===== config.mk =====
export PLATFORM = sky130hd
export DESIGN_NAME = stg_gate
export DESIGN_NICKNAME = d
export VERILOG_FILES = /design/src/stg_pkg.sv /design/src/stg_path.sv /design/src/stg_gate.sv
export VERILOG_INCLUDE_DIRS = /design/src /design/src/src
export SDC_FILE = /design/constraint.sdc
export NUM_CORES = 1
export LEC_CHECK = 0
export BUFFER_PORTS_ARGS = -buffer_cell sky130_fd_sc_hd__buf_2
export CELL_PAD_IN_SITES_DETAIL_PLACEMENT = 1
export CELL_PAD_IN_SITES_GLOBAL_PLACEMENT = 1
export CORE_MARGIN = 5
export CORE_UTILIZATION = 33
export CTS_CLUSTER_DIAMETER = 50
export DETAILED_ROUTE_END_ITERATION = 10
export PLACE_DENSITY_LB_ADDON = 0.1
export SLEW_MARGIN = 40
export SYNTH_ARGS = -nofsm -noshare
export SYNTH_HDL_FRONTEND = slang
export SYNTH_HIERARCHICAL = 1
export SYNTH_SLANG_ARGS = --single-unit

===== constraint.sdc =====
create_clock -name CORE_CLK -period 0.8 [get_ports CORE_CLK]
set_input_delay 0.16 -clock CORE_CLK [delete_from_list [all_inputs] [get_ports CORE_CLK]]
set_output_delay 0.16 -clock CORE_CLK [all_outputs]
set_load 0.005 [all_outputs]

===== src/stg_regs.svh =====
`ifndef STG_REGS_SVH
`define STG_REGS_SVH

// ----------------------------------------------------------------------
// widths
// ----------------------------------------------------------------------
`define STG_PWM_W      6

// ----------------------------------------------------------------------
// alarm codes (field of ALARM_CODE)
// ----------------------------------------------------------------------
`define STG_CODE_BOTH  2'h0
`define STG_CODE_A_OFF 2'h1
`define STG_CODE_B_OFF 2'h2

// ----------------------------------------------------------------------
// reset values
// ----------------------------------------------------------------------
`define STG_RST_ON     1'b0
`define STG_RST_PWM    6'h00
`define STG_RST_CODE   2'h0

`endif


===== src/stg_pkg.sv =====
`include "stg_regs.svh"

package stg_pkg;

  // --------------------------------------------------------------------
  // types
  // --------------------------------------------------------------------
  typedef enum logic {ST_RUN, ST_STOP} stg_state_e;
  typedef logic [1:0]            stg_code_t;
  typedef logic [`STG_PWM_W-1:0] stg_pwm_t;

endpackage : stg_pkg


===== src/stg_path.sv =====
`timescale 1ns/1ps
`include "stg_regs.svh"

module stg_path (
  // clock and reset
  input  wire logic              clk,
  input  wire logic              rst_b,
  // safe input pin and gate signals
  input  wire logic              safe_in,
  input  wire stg_pkg::stg_pwm_t pwm_in,
  // synchronised level and gated signals
  output logic                   on_q,
  output stg_pkg::stg_pwm_t      pwm_q
);
  import stg_pkg::*;

  logic     meta_q;
  logic     meta_d;
  logic     on_d;
  stg_pwm_t pwm_d;

  // --------------------------------------------------------------------
  // two-stage synchroniser and independent gate
  // --------------------------------------------------------------------
  always_comb begin
    meta_d = safe_in;
    on_d   = meta_q;
    pwm_d  = on_q ? pwm_in : stg_pwm_t'(`STG_RST_PWM);
  end

  always_ff @(posedge clk) begin
    if (!rst_b) begin
      meta_q <= `STG_RST_ON;
      on_q   <= `STG_RST_ON;
      pwm_q  <= `STG_RST_PWM;
    end else begin
      meta_q <= meta_d;
      on_q   <= on_d;
      pwm_q  <= pwm_d;
    end
  end

endmodule : stg_path


===== src/stg_gate.sv =====
// Contract
// - two safe channels, each judged separately
// - either channel off enters torque off
// - torque off suppresses every gate signal
// - each channel blocks gates on own path
// - alarm code names which channel was off on entering torque off
// - stop feedback output shows real state
// - torque off active from reset, no setup
`timescale 1ns/1ps
`include "stg_regs.svh"

module stg_gate (
  // clock and reset
  input  wire logic              CORE_CLK,
  input  wire logic              RST_B,
  // safe input pins
  input  wire logic              SAFE_INPUT_A,
  input  wire logic              SAFE_INPUT_B,
  // gate signals from modulator
  input  wire stg_pkg::stg_pwm_t PWM_IN,
  // alarm clear request
  input  wire logic              ALARM_CLR,
  // gate signals to power stage
  output stg_pkg::stg_pwm_t      PWM_OUT,
  // channel states
  output logic                   CHANNEL_A_STATE,
  output logic                   CHANNEL_B_STATE,
  // stop state and alarm
  output logic                   STOP_STATE_FEEDBACK,
  output logic                   ALARM_VALID,
  output stg_pkg::stg_code_t     ALARM_CODE
);
  import stg_pkg::*;

  // --------------------------------------------------------------------
  // code of a channel combination
  // --------------------------------------------------------------------
  function automatic stg_code_t code_of(input logic a, input logic b);
    stg_code_t c;
    c = stg_code_t'(`STG_CODE_BOTH);
    if (a && !b) begin
      c = stg_code_t'(`STG_CODE_B_OFF);
    end else if (!a && b) begin
      c = stg_code_t'(`STG_CODE_A_OFF);
    end
    return c;
  endfunction : code_of

  // --------------------------------------------------------------------
  // channel paths
  // --------------------------------------------------------------------
  logic     a_on;
  logic     b_on;
  stg_pwm_t a_pwm;
  stg_pwm_t b_pwm;

  stg_path u_path_a (
    .clk     (CORE_CLK),
    .rst_b   (RST_B),
    .safe_in (SAFE_INPUT_A),
    .pwm_in  (PWM_IN),
    .on_q    (a_on),
    .pwm_q   (a_pwm)
  );

  stg_path u_path_b (
    .clk     (CORE_CLK),
    .rst_b   (RST_B),
    .safe_in (SAFE_INPUT_B),
    .pwm_in  (PWM_IN),
    .on_q    (b_on),
    .pwm_q   (b_pwm)
  );

  // --------------------------------------------------------------------
  // stop state machine and alarm
  // --------------------------------------------------------------------
  stg_state_e state_q;
  stg_state_e state_d;
  stg_code_t  code_q;
  stg_code_t  code_d;

  always_comb begin
    state_d = state_q;
    code_d  = code_q;
    case (state_q)
      ST_RUN: begin
        if (!a_on || !b_on) begin
          state_d = ST_STOP;
          code_d  = code_of(a_on, b_on);
        end
      end
      ST_STOP: begin
        // leave only when clean and cleared
        if (ALARM_CLR && a_on && b_on) begin
          state_d = ST_RUN;
        end
      end
      default: begin
        state_d = ST_STOP;
        code_d  = stg_code_t'(`STG_CODE_BOTH);
      end
    endcase
  end

  always_ff @(posedge CORE_CLK) begin
    if (!RST_B) begin
      state_q <= ST_STOP;
      code_q  <= `STG_RST_CODE;
    end else begin
      state_q <= state_d;
      code_q  <= code_d;
    end
  end

  // --------------------------------------------------------------------
  // registered outputs
  // --------------------------------------------------------------------
  stg_pwm_t  pwm_d;
  logic      stop_d;
  logic      cha_d;
  logic      chb_d;

  always_comb begin
    stop_d = (state_d == ST_STOP);
    cha_d  = a_on;
    chb_d  = b_on;
    pwm_d  = stop_d ? stg_pwm_t'(`STG_RST_PWM) : (a_pwm & b_pwm);
  end

  always_ff @(posedge CORE_CLK) begin
    if (!RST_B) begin
      PWM_OUT             <= `STG_RST_PWM;
      CHANNEL_A_STATE     <= `STG_RST_ON;
      CHANNEL_B_STATE     <= `STG_RST_ON;
      STOP_STATE_FEEDBACK <= 1'b1;
      ALARM_VALID         <= 1'b1;
      ALARM_CODE          <= `STG_RST_CODE;
    end else begin
      PWM_OUT             <= pwm_d;
      CHANNEL_A_STATE     <= cha_d;
      CHANNEL_B_STATE     <= chb_d;
      STOP_STATE_FEEDBACK <= stop_d;
      ALARM_VALID         <= stop_d;
      ALARM_CODE          <= code_d;
    end
  end
endmodule : stg_gate


==> results of run 1 <==
logic make-up after synthesis:
kind of cell	count (synthesis)	share of synthesized area, %
AND/OR/NAND/NOR	35	26.6
flip-flops	27	69.6
AO/OA/AOI/OAI	2	2.90
buffers and inverters	1	0.967
critical path: cells and delay by family (launching register included):
kind	cells	cell delay [ns]
buffers and inverters	2	0.21
DFF	1	0.37
report_power, final:
part	leakage (nW)	total [W]	internal, W	switching [W]
logic	0.262	0.000101	0.0000575	0.0000439
clock network	0.0177	0.000564	0.000187	0.000377
registers	0.222	0.00137	0.00136	0.0000112
total	0.502	0.00204	0.00161	0.000432
final timing paths:
check	to	slack, ns	cells after the start
worst min register to register	PWM_OUT[1]	0.44	2
worst max register to register	ALARM_VALID	-0.20	3
worst max-delay path	ALARM_VALID	-0.26	2
worst min-delay path	u_path_b/meta_q	0.05	2
metal layers:
layer | up-vias | global-route usage (%) | wire length (um)
met4 | 0 | 5.96 | 13
li1 | 287 | - | -
met1 | 265 | 11.9 | 640
met2 | 16 | 16.6 | 778
met3 | 2 | 2.19 | 107
met5 | - | 0 | 0
per-stage QoR:
stage / cells / setup slack (ns) / hold slack [ns]
final: 126 / -0.256 / 0.0519
after global placement: 119 / -0.0409 / 0.381
after CTS: 124 / -0.275 / 0.0369
after detailed placement: 119 / -0.0481 / 0.385
after floorplan: 65 / -0.0305 / 0.296
after global routing: 126 / -0.305 / 0.0322
synthesized netlist by cell type:
master / instances
dfxtp_1: 27
nor2_1: 2
or2_1: 1
and2_2: 6
nand2_1: 6
buf_4: 1
nand3_2: 1
nor3_1: 6
and3_1: 12
and2b_4: 1
o221a_2: 2
cell type report:
| type | count | share of cell area (%) |
|---|---|---|
| clock buffers | 3 | 2.09 |
| clock inverters | 1 | 0.463 |
| multi-input cells | 37 | 24.7 |
| flip-flops and latches | 27 | 51.3 |
| well taps | 28 | 3.24 |
| repair buffers | 30 | 18.2 |
sequential cells by signal, indices dropped and copies added, names as in the netlist:
signal	flops
CHANNEL_A_STATE	1
u_path_b/on_q	1
CHANNEL_B_STATE	1
u_path_a/pwm_q	6
u_path_a/on_q	1
ALARM_CODE	2
u_path_a/meta_q	1
ALARM_VALID	1
PWM_OUT	6
u_path_b/meta_q	1
u_path_b/pwm_q	6
repair_timing:
item / 4_1_cts / 5_1_grt
pin swaps: 6 / 0
resized for setup: 11 / 5
setup buffers: 1 / 2
setup endpoints to repair: 20 / 22
cell usage in the layout (no fill, tap or decap), drive strengths merged:
cell / count
nand3: 1
buf: 30
and2: 6
dfxtp: 27
o221a: 2
clkbuf: 3
or2: 1
clkinv: 1
and2b: 1
nand2: 6
nor3: 6
and3: 12
nor2: 2
==> impl_results.md, run 1 <==
* Grt ovf at 0
* Lkg Pwr at 0.502 nW
* Die X at 58.5 um
* Die area at 3430 um2
* Crit Path Max Fanout at 2
* Crit path launch type: register
* Count of cell types in the netlist at 11
* Crit path from: ALARM_VALID
* Syn nets at 76
* Largest area contributor in the netlist: dfxtp_1
* CTS tree: yes
* Max Cap Violations at 0
* Crit path cell chain: buf_6 > buf_6
* Critical Path AT at 0.90 ns
* Register area at 554 um2
* DRT Wirelength at 1540 um
* Status: complete, but fails checks
* Root cell of the clock tree: clkbuf_4
* Top Ports at 23
* Crit end category: primary output
* Area Growth Syn to Fin at 39.0%
* PwrDens at 1890 nW/um2
* Final setup vio count at 21
* Syn. warnings at 6
* Worst hold path class: in -> reg
* GPL Wtd Cong at 0.686
* I/O Buffers at 22
* Post-route cell area at 1080 um2
* Syn Std Cell Area at 777 um2
* Failing checks: negative setup slack
* Wirelength per Cell at 12.2 um
* H-tree depth at 1
* Number of global-route vias before repair at 576
* Ranking of synthesized cells by area: dfxtp_1, and3_1, and2_2, nor3_1, nand2_1
* Initial core utilization at 34.8%
* Max VDD drop at 0.00142 V
* Hold_buf cts at 0
* Kind of critical path: reg -> out
* Global-route usage over all layers at 10.1%
* Fmax at 0.947 GHz
* Hold path start: SAFE_INPUT_B
* Num rows at 17
* Clock tree buffer depth at 2
* Hpwl dp at 1120 um
* Seq/Total Area, Yosys at 69.6%
* Post-place instance area at 966 um2
* Vias at 570
* Syn avg cell area at 12.0 um2
* PnR worst setup slack at -0.256 ns
* Final core utilization at 48.3%
* Antenna Nets Post-Route at 0
* DIE HEIGHT at 58.5 um
* NumNets Final at 110
* Unrepaired setup endpoints after global routing: yes
* Residual DRC at 0
* Core area at 2230 um2
* Cells after synthesis at 65
* Antenna fix cells at 0
* Initial DRC Count at 3
* Fin Setup TNS at -2.67 ns
* Skew-Pair Late Insertion Delay at 0.32 ns
* CTS sink count at 27
* CP max-delay cell: dfxtp_4
* Layout cell share with drive strength beyond 1 at 58.2%
* Worst Max-Slew Pin Slew at 0.139 ns
* Slew Viols, Final at 0
* First-pass GRT wire length at 2550 um
* Top-area cell type share of the netlist area at 69.6%
* Minimum clock period at 1.06 ns
* R2r startpoint: ALARM_VALID
* Post-layout power at 0.00204 W
* Total clock buffers created by CTS at 3
* Most numerous cell on the critical path: buf_6
* Final hold vios at 0
* Reg clk slew, reported paths at 0.14 ns
* Worst Skew at 0.00397 ns
* Max incr delay on CP at 0.37 ns
* Largest net degree at the start of global routing at 16
* DR vias/cell at 4.52
* Slew margin rel. at 90.7%
* Multi-input gate area at 267 um2
* Fin crit share at 132%
* Worst EP required at 0.64 ns
* Fillcell total at 260
* Initial DRT Pass Iterations at 2
* #FFs+latches synth at 27
* Antenna violations before repair at 0
(Power assumes the default switching activity.)
==> run 2: changes to the inputs <==
- ABC_AREA: default -> 1
- CORE_UTILIZATION: 33 -> 32
==> impl_results.md, run 2 <==
* I/O Buffers at 22
* Max Cap Violations at 0
* Kind of critical path: reg -> out
* Cell Int Power at 0.00159 W
* #FFs+latches synth at 27
* Reg power frac at 67.4%
* Worst Skew at 0.00449 ns
* Syn nets at 102
* Grt ovf at 0
* Max VDD drop at 0.000863 V
* Worst path top cell family by delay: flip-flops
* Count of cell types in the netlist at 11
* H-tree depth at 1
* Comb power frac at 4.8%
* Area Growth Syn to Fin at 32.8%
* Global-route usage over all layers at 9.64%
* DR vias/cell at 4.03
* P_sw at 0.000442 W
* Slew margin rel. at 86.0%
* Largest net degree at the start of global routing at 16
* Clock tree buffer depth at 2
* Dpl ws at -0.0650 ns
* Die X at 60.8 um
* Switching part of the total power at 21.7%
* Top Registers: PWM_OUT x6, u_path_a/pwm_q x6, u_path_b/pwm_q x6
* GPL Wtd Cong at 0.613
* Post-synthesis adder-cell area fraction at 0%
* Worst hold path class: in -> reg
* Syn Std Cell Area at 825 um2
* Final hold vios at 0
* Cells after synthesis at 91
* Die area at 3690 um2
* Antenna Nets Post-Route at 0
* Ranking of synthesized cells by area: dfxtp_1, inv_1, nor2_1, nand2_1, nor2_2
* Antenna violations before repair at 0
* Top-area cell type share of the netlist area at 65.6%
* PwrDens at 1860 nW/um2
* Most common cell in the netlist: dfxtp_1
* Critical Path AT at 0.81 ns
* Max incr delay on CP at 0.39 ns
* Crit Path Max Fanout at 4
* Compound-Gate Fraction of Synth Area at 1.21%
* Num rows at 18
* Failing checks: negative setup slack
* Fillcell total at 303
* Fmax at 1.03 GHz
* NumNets Final at 133
* Crit path launch type: register
* Register area at 558 um2
* Clock power frac at 27.8%
* Hpwl dp at 1130 um
* Syn. warnings at 6
* Residual DRC at 0
* CP max-delay cell: dfxtp_4
* First-pass GRT wire length at 2570 um
* Initial core utilization at 33.3%
* Reg clk slew, reported paths at 0.14 ns
* Slew Viols, Final at 0
* Vias at 608
* Syn avg cell area at 9.06 um2
* Root cell of the clock tree: clkbuf_4
* Minimum clock period at 0.973 ns
* DIE HEIGHT at 60.8 um
* Final setup vio count at 13
* Core area at 2480 um2
* Skew-Pair Late Insertion Delay at 0.31 ns
* Largest family of logic cells by synthesized area: simple AND/OR/NAND/NOR gates
* Initial DRT Pass Iterations at 2
* Wirelength per Cell at 10.1 um
* Lkg Pwr at 0.584 nW
* Number of global-route vias before repair at 629
* PnR worst setup slack at -0.173 ns
* Hold_buf cts at 0
* Seq/Total Area, Yosys at 65.6%
* Commonest cells in the netlist: dfxtp_1, inv_1, nor2_1
* CTS tree: yes
* Unrepaired setup endpoints after global routing: yes
* Crit end category: primary output
* Mux contribution to synthesized area at 0%
* Initial DRC Count at 3
* Synth Area in Simple Gates at 23.2%
* Worst Path Buf+Inv at 1
* Multi-input gate area at 218 um2
* Crit path cell chain: buf_6
* Fin Setup TNS at -1.53 ns
* Fin crit share at 122%
* Largest area contributor in the netlist: dfxtp_1
* Number of synthesized flops with an enable pin at 0
* DRT Wirelength at 1520 um
* CTS sink count at 27
* Synth async-reset ratio at 0%
* Worst Max-Slew Pin Slew at 0.211 ns
* Total clock buffers created by CTS at 3
* Top Ports at 23
* Synth Area in XOR/XNOR at 0%
* Status: complete, but fails checks
* Most frequent cells in the layout: dfxtp_1, inv_1, nor2_1, buf_2, nand2_1
* Layout cell share with drive strength beyond 1 at 43.8%
* Antenna fix cells at 0
* Worst EP required at 0.64 ns
* Commonest register cell after synthesis: dfxtp_1
run 2: layout make-up:
type	count	area share, %
Sequential cell	27	51.0
Clock inverter	1	0.457
Inverter	20	6.86
Multi-Input combinational cell	43	19.9
Tap cell	30	3.43
Timing Repair Buffer	27	16.3
Clock buffer	3	2.06
run 2: power groups by stage:
stage | Clock [W] | Sequential [W] | Combinational [W]
2_1_floorplan | 0 | 0.00141 | 0.0000364
3_3_place_gp | 0 | 0.00141 | 0.0000860
3_5_place_dp | 0 | 0.00141 | 0.0000900
4_1_cts | 0.000603 | 0.00137 | 0.0000943
5_1_grt | 0.000647 | 0.00137 | 0.000113
6_report | 0.000566 | 0.00137 | 0.0000971
run 2: kinds of logic (layout without fill, tap and decap cells):
logic type | after synthesis | in the layout
flops | 27 | 27
compound gates | 2 | 2
simple gates | 41 | 41
buf+inv | 21 | 51
run 2: per-layer routing:
metal | GRT usage [%] | vias up | share of wire, %
li1 | - | 315 | -
met1 | 10.8 | 279 | 42
met2 | 16.3 | 12 | 51
met3 | 3.19 | 2 | 6.7
met4 | 4.64 | 0 | 0.99
met5 | 0 | - | 0
run 2: per-stage QoR:
stage | instances | util (%) | hold slack, ns | cell area, um2 | total power, W
2_1_floorplan | 91 | - | 0.253 | 825 | 0.00144
3_3_place_gp | 144 | 39.5 | 0.343 | 980 | 0.00149
3_5_place_dp | 144 | 39.5 | 0.356 | 980 | 0.00150
4_1_cts | 150 | 42.5 | 0.00689 | 1050 | 0.00207
5_1_grt | 151 | 44.2 | 0.0134 | 1090 | 0.00214
6_report | 151 | 44.2 | 0.0177 | 1090 | 0.00203
run 2: timing repair:
action,in CTS,in global routing
setup endpoints to repair,28,21
pin swaps,0,1
setup buffers,2,1
gates resized for setup,14,8
run 2: final timing paths:
path / startpoint / end / slack, ns / cells after the start
setup / recovery: ALARM_VALID / ALARM_VALID / -0.17 / 1
hold / removal: SAFE_INPUT_A / u_path_a/meta_q / 0.02 / 3
setup reg to reg: ALARM_VALID / ALARM_CODE[1] / -0.01 / 4
hold reg to reg: u_path_a/meta_q / u_path_a/on_q / 0.42 / 2
run 2: worst reg2reg max path, stage by stage, from the launching register on:
cell	delay [ns]
dfxtp_4	0.40
buf_4	0.14
nor2_2	0.04
nor2_1	0.10
nor2_1	0.05
==> run 3: changes to the inputs <==
- CORE_UTILIZATION: 32 -> 35
- CTS_BUF_LIST: default -> sky130_fd_sc_hd__clkbuf_8 sky130_fd_sc_hd__clkbuf_16
- SLEW_MARGIN: 40 -> default
- clock period: 0.8 -> 0.95 ns (I/O delays scaled with it)
==> impl_results.md, run 3 (synthesis gave the netlist of run 2 again) <==
* Final setup vio count at 0
* Number of global-route vias before repair at 625
* GPL Wtd Cong at 0.574
* Minimum clock period at 0.935 ns
* Post-Place Cells at 141
* Area Growth Syn to Fin at 26.1%
* Worst Max-Slew Pin Slew at 0.151 ns
* Most frequent cells in the layout: dfxtp_1, inv_1, buf_2
* Antenna Nets Post-Route at 0
* H-tree depth at 1
* PnR worst setup slack at 0.0153 ns
* Grt ovf at 0
* Skew-Pair Late Insertion Delay at 0.26 ns
* Initial core utilization at 36.9%
* Antenna fix cells at 0
* Initial DRC Count at 9
* Slew margin rel. at 89.8%
* Vias at 594
* Root cell of the clock tree: clkbuf_8
* Lkg Pwr at 0.556 nW
* Hold path cells at 3
* Worst hold path class: in -> reg
* Antenna violations before repair at 0
* Fin Setup TNS at 0 ns
* Status: finished, final reports clean
* Crit path launch type: register
* Final Non-Filler Cells at 146
* Global-route usage over all layers at 10.1%
* Max Cap Violations at 0
* Crit path cell chain: buf_6
* Max VDD drop at 0.000810 V
* Commonest non-fill, non-tap cell in the layout: dfxtp_1
* Worst Path Buf+Inv at 1
* Largest net degree at the start of global routing at 15
* DR vias/cell at 4.07
* Core area at 2230 um2
* I/O Buffers at 22
* DIE HEIGHT at 58.5 um
* Wirelength per Cell at 10.3 um
* Kind of critical path: reg -> out
* Reg clk slew, reported paths at 0.09 ns
* Max incr delay on CP at 0.37 ns
* Num rows at 17
* Slew Viols, Final at 0
* Worst EP required at 0.76 ns
* Top Ports at 23
* Residual DRC at 0
* Worst Skew at 0.000428 ns
* Hpwl dp at 1150 um
* Critical Path AT at 0.74 ns
* Top Registers: PWM_OUT x6, u_path_a/pwm_q x6, u_path_b/pwm_q x6
* Unrepaired setup endpoints after global routing: yes
* Total clock buffers created by CTS at 3
* NumNets Final at 130
* Die area at 3430 um2
* Layout cell share with drive strength beyond 1 at 34.7%
* WHS at 0.103 ns
* Crit end category: primary output
* Worst reg-to-reg path cell count at 4
* Dpl ws at 0.100 ns
* Clock tree buffer depth at 2
* Reg2Reg Setup Slack at 0.13 ns
* WP depth at 1
* CTS tree: yes
* DRT Wirelength at 1500 um
* First-pass GRT wire length at 2540 um
* CP max-delay cell: dfxtp_4
* PwrDens at 1770 nW/um2
* Die X at 58.5 um
* Initial DRT Pass Iterations at 2
* CTS sink count at 27
* Fmax at 1.07 GHz
* Hold_buf cts at 0
* Worst path top cell family by delay: flip-flops
* Fin crit share at 98.4%
* Crit Path Max Fanout at 4
* Final hold vios at 0
[run 3: changes by cell type in the layout (fill, tap and decap cells not counted), sizes merged]
cell and change:
buf -3, clkinv -1, inv +1
[run 3: metal layers]
metal  vias up  routed length [um]  global-route usage, %
met5         -                   0                      0
met4         0                  12                   5.96
met3         2                  98                   2.85
met2        12                 779                   17.7
met1       272                 613                   10.8
li1        308                   -                      -
[run 3: power by group]
group          switching, W  internal (W)
Clock              0.000328      0.000289
Combinational     0.0000403     0.0000315
Sequential       0.00000846       0.00115
Total              0.000377       0.00147
[run 3: cell type report]
cell class                      instances  area (um2)
Clock inverter                          1        3.75
Fill cell                             292        1190
Inverter                               20        75.1
Clock buffer                            3        41.3
Sequential cell                        27         546
Multi-Input combinational cell         43         201
Timing Repair Buffer                   24         138
Tap cell                               28        35.0
[run 3: worst paths after layout]
check / start / endpoint
worst min-delay path: SAFE_INPUT_A / u_path_a/meta_q
worst max-delay path: ALARM_VALID / ALARM_VALID
worst max register to register: u_path_b/on_q / PWM_OUT[3]
worst min register to register: u_path_a/meta_q / u_path_a/on_q
[run 3: per-stage QoR]
stage               area [um2]  power [W]  util [%]
floorplan                  825    0.00121         -
global placement           970    0.00125      43.4
global route              1040    0.00192      46.6
detailed placement         970    0.00126      43.4
finish                    1040    0.00184      46.6
CTS                       1030    0.00188      45.9
[run 3: timing repair]
action | 4_1_cts | 5_1_grt
resized for setup | 2 | 3
endpoints found under the setup margin | 2 | 3
buffers inserted | 1 | 0
pin swaps | 0 | 0
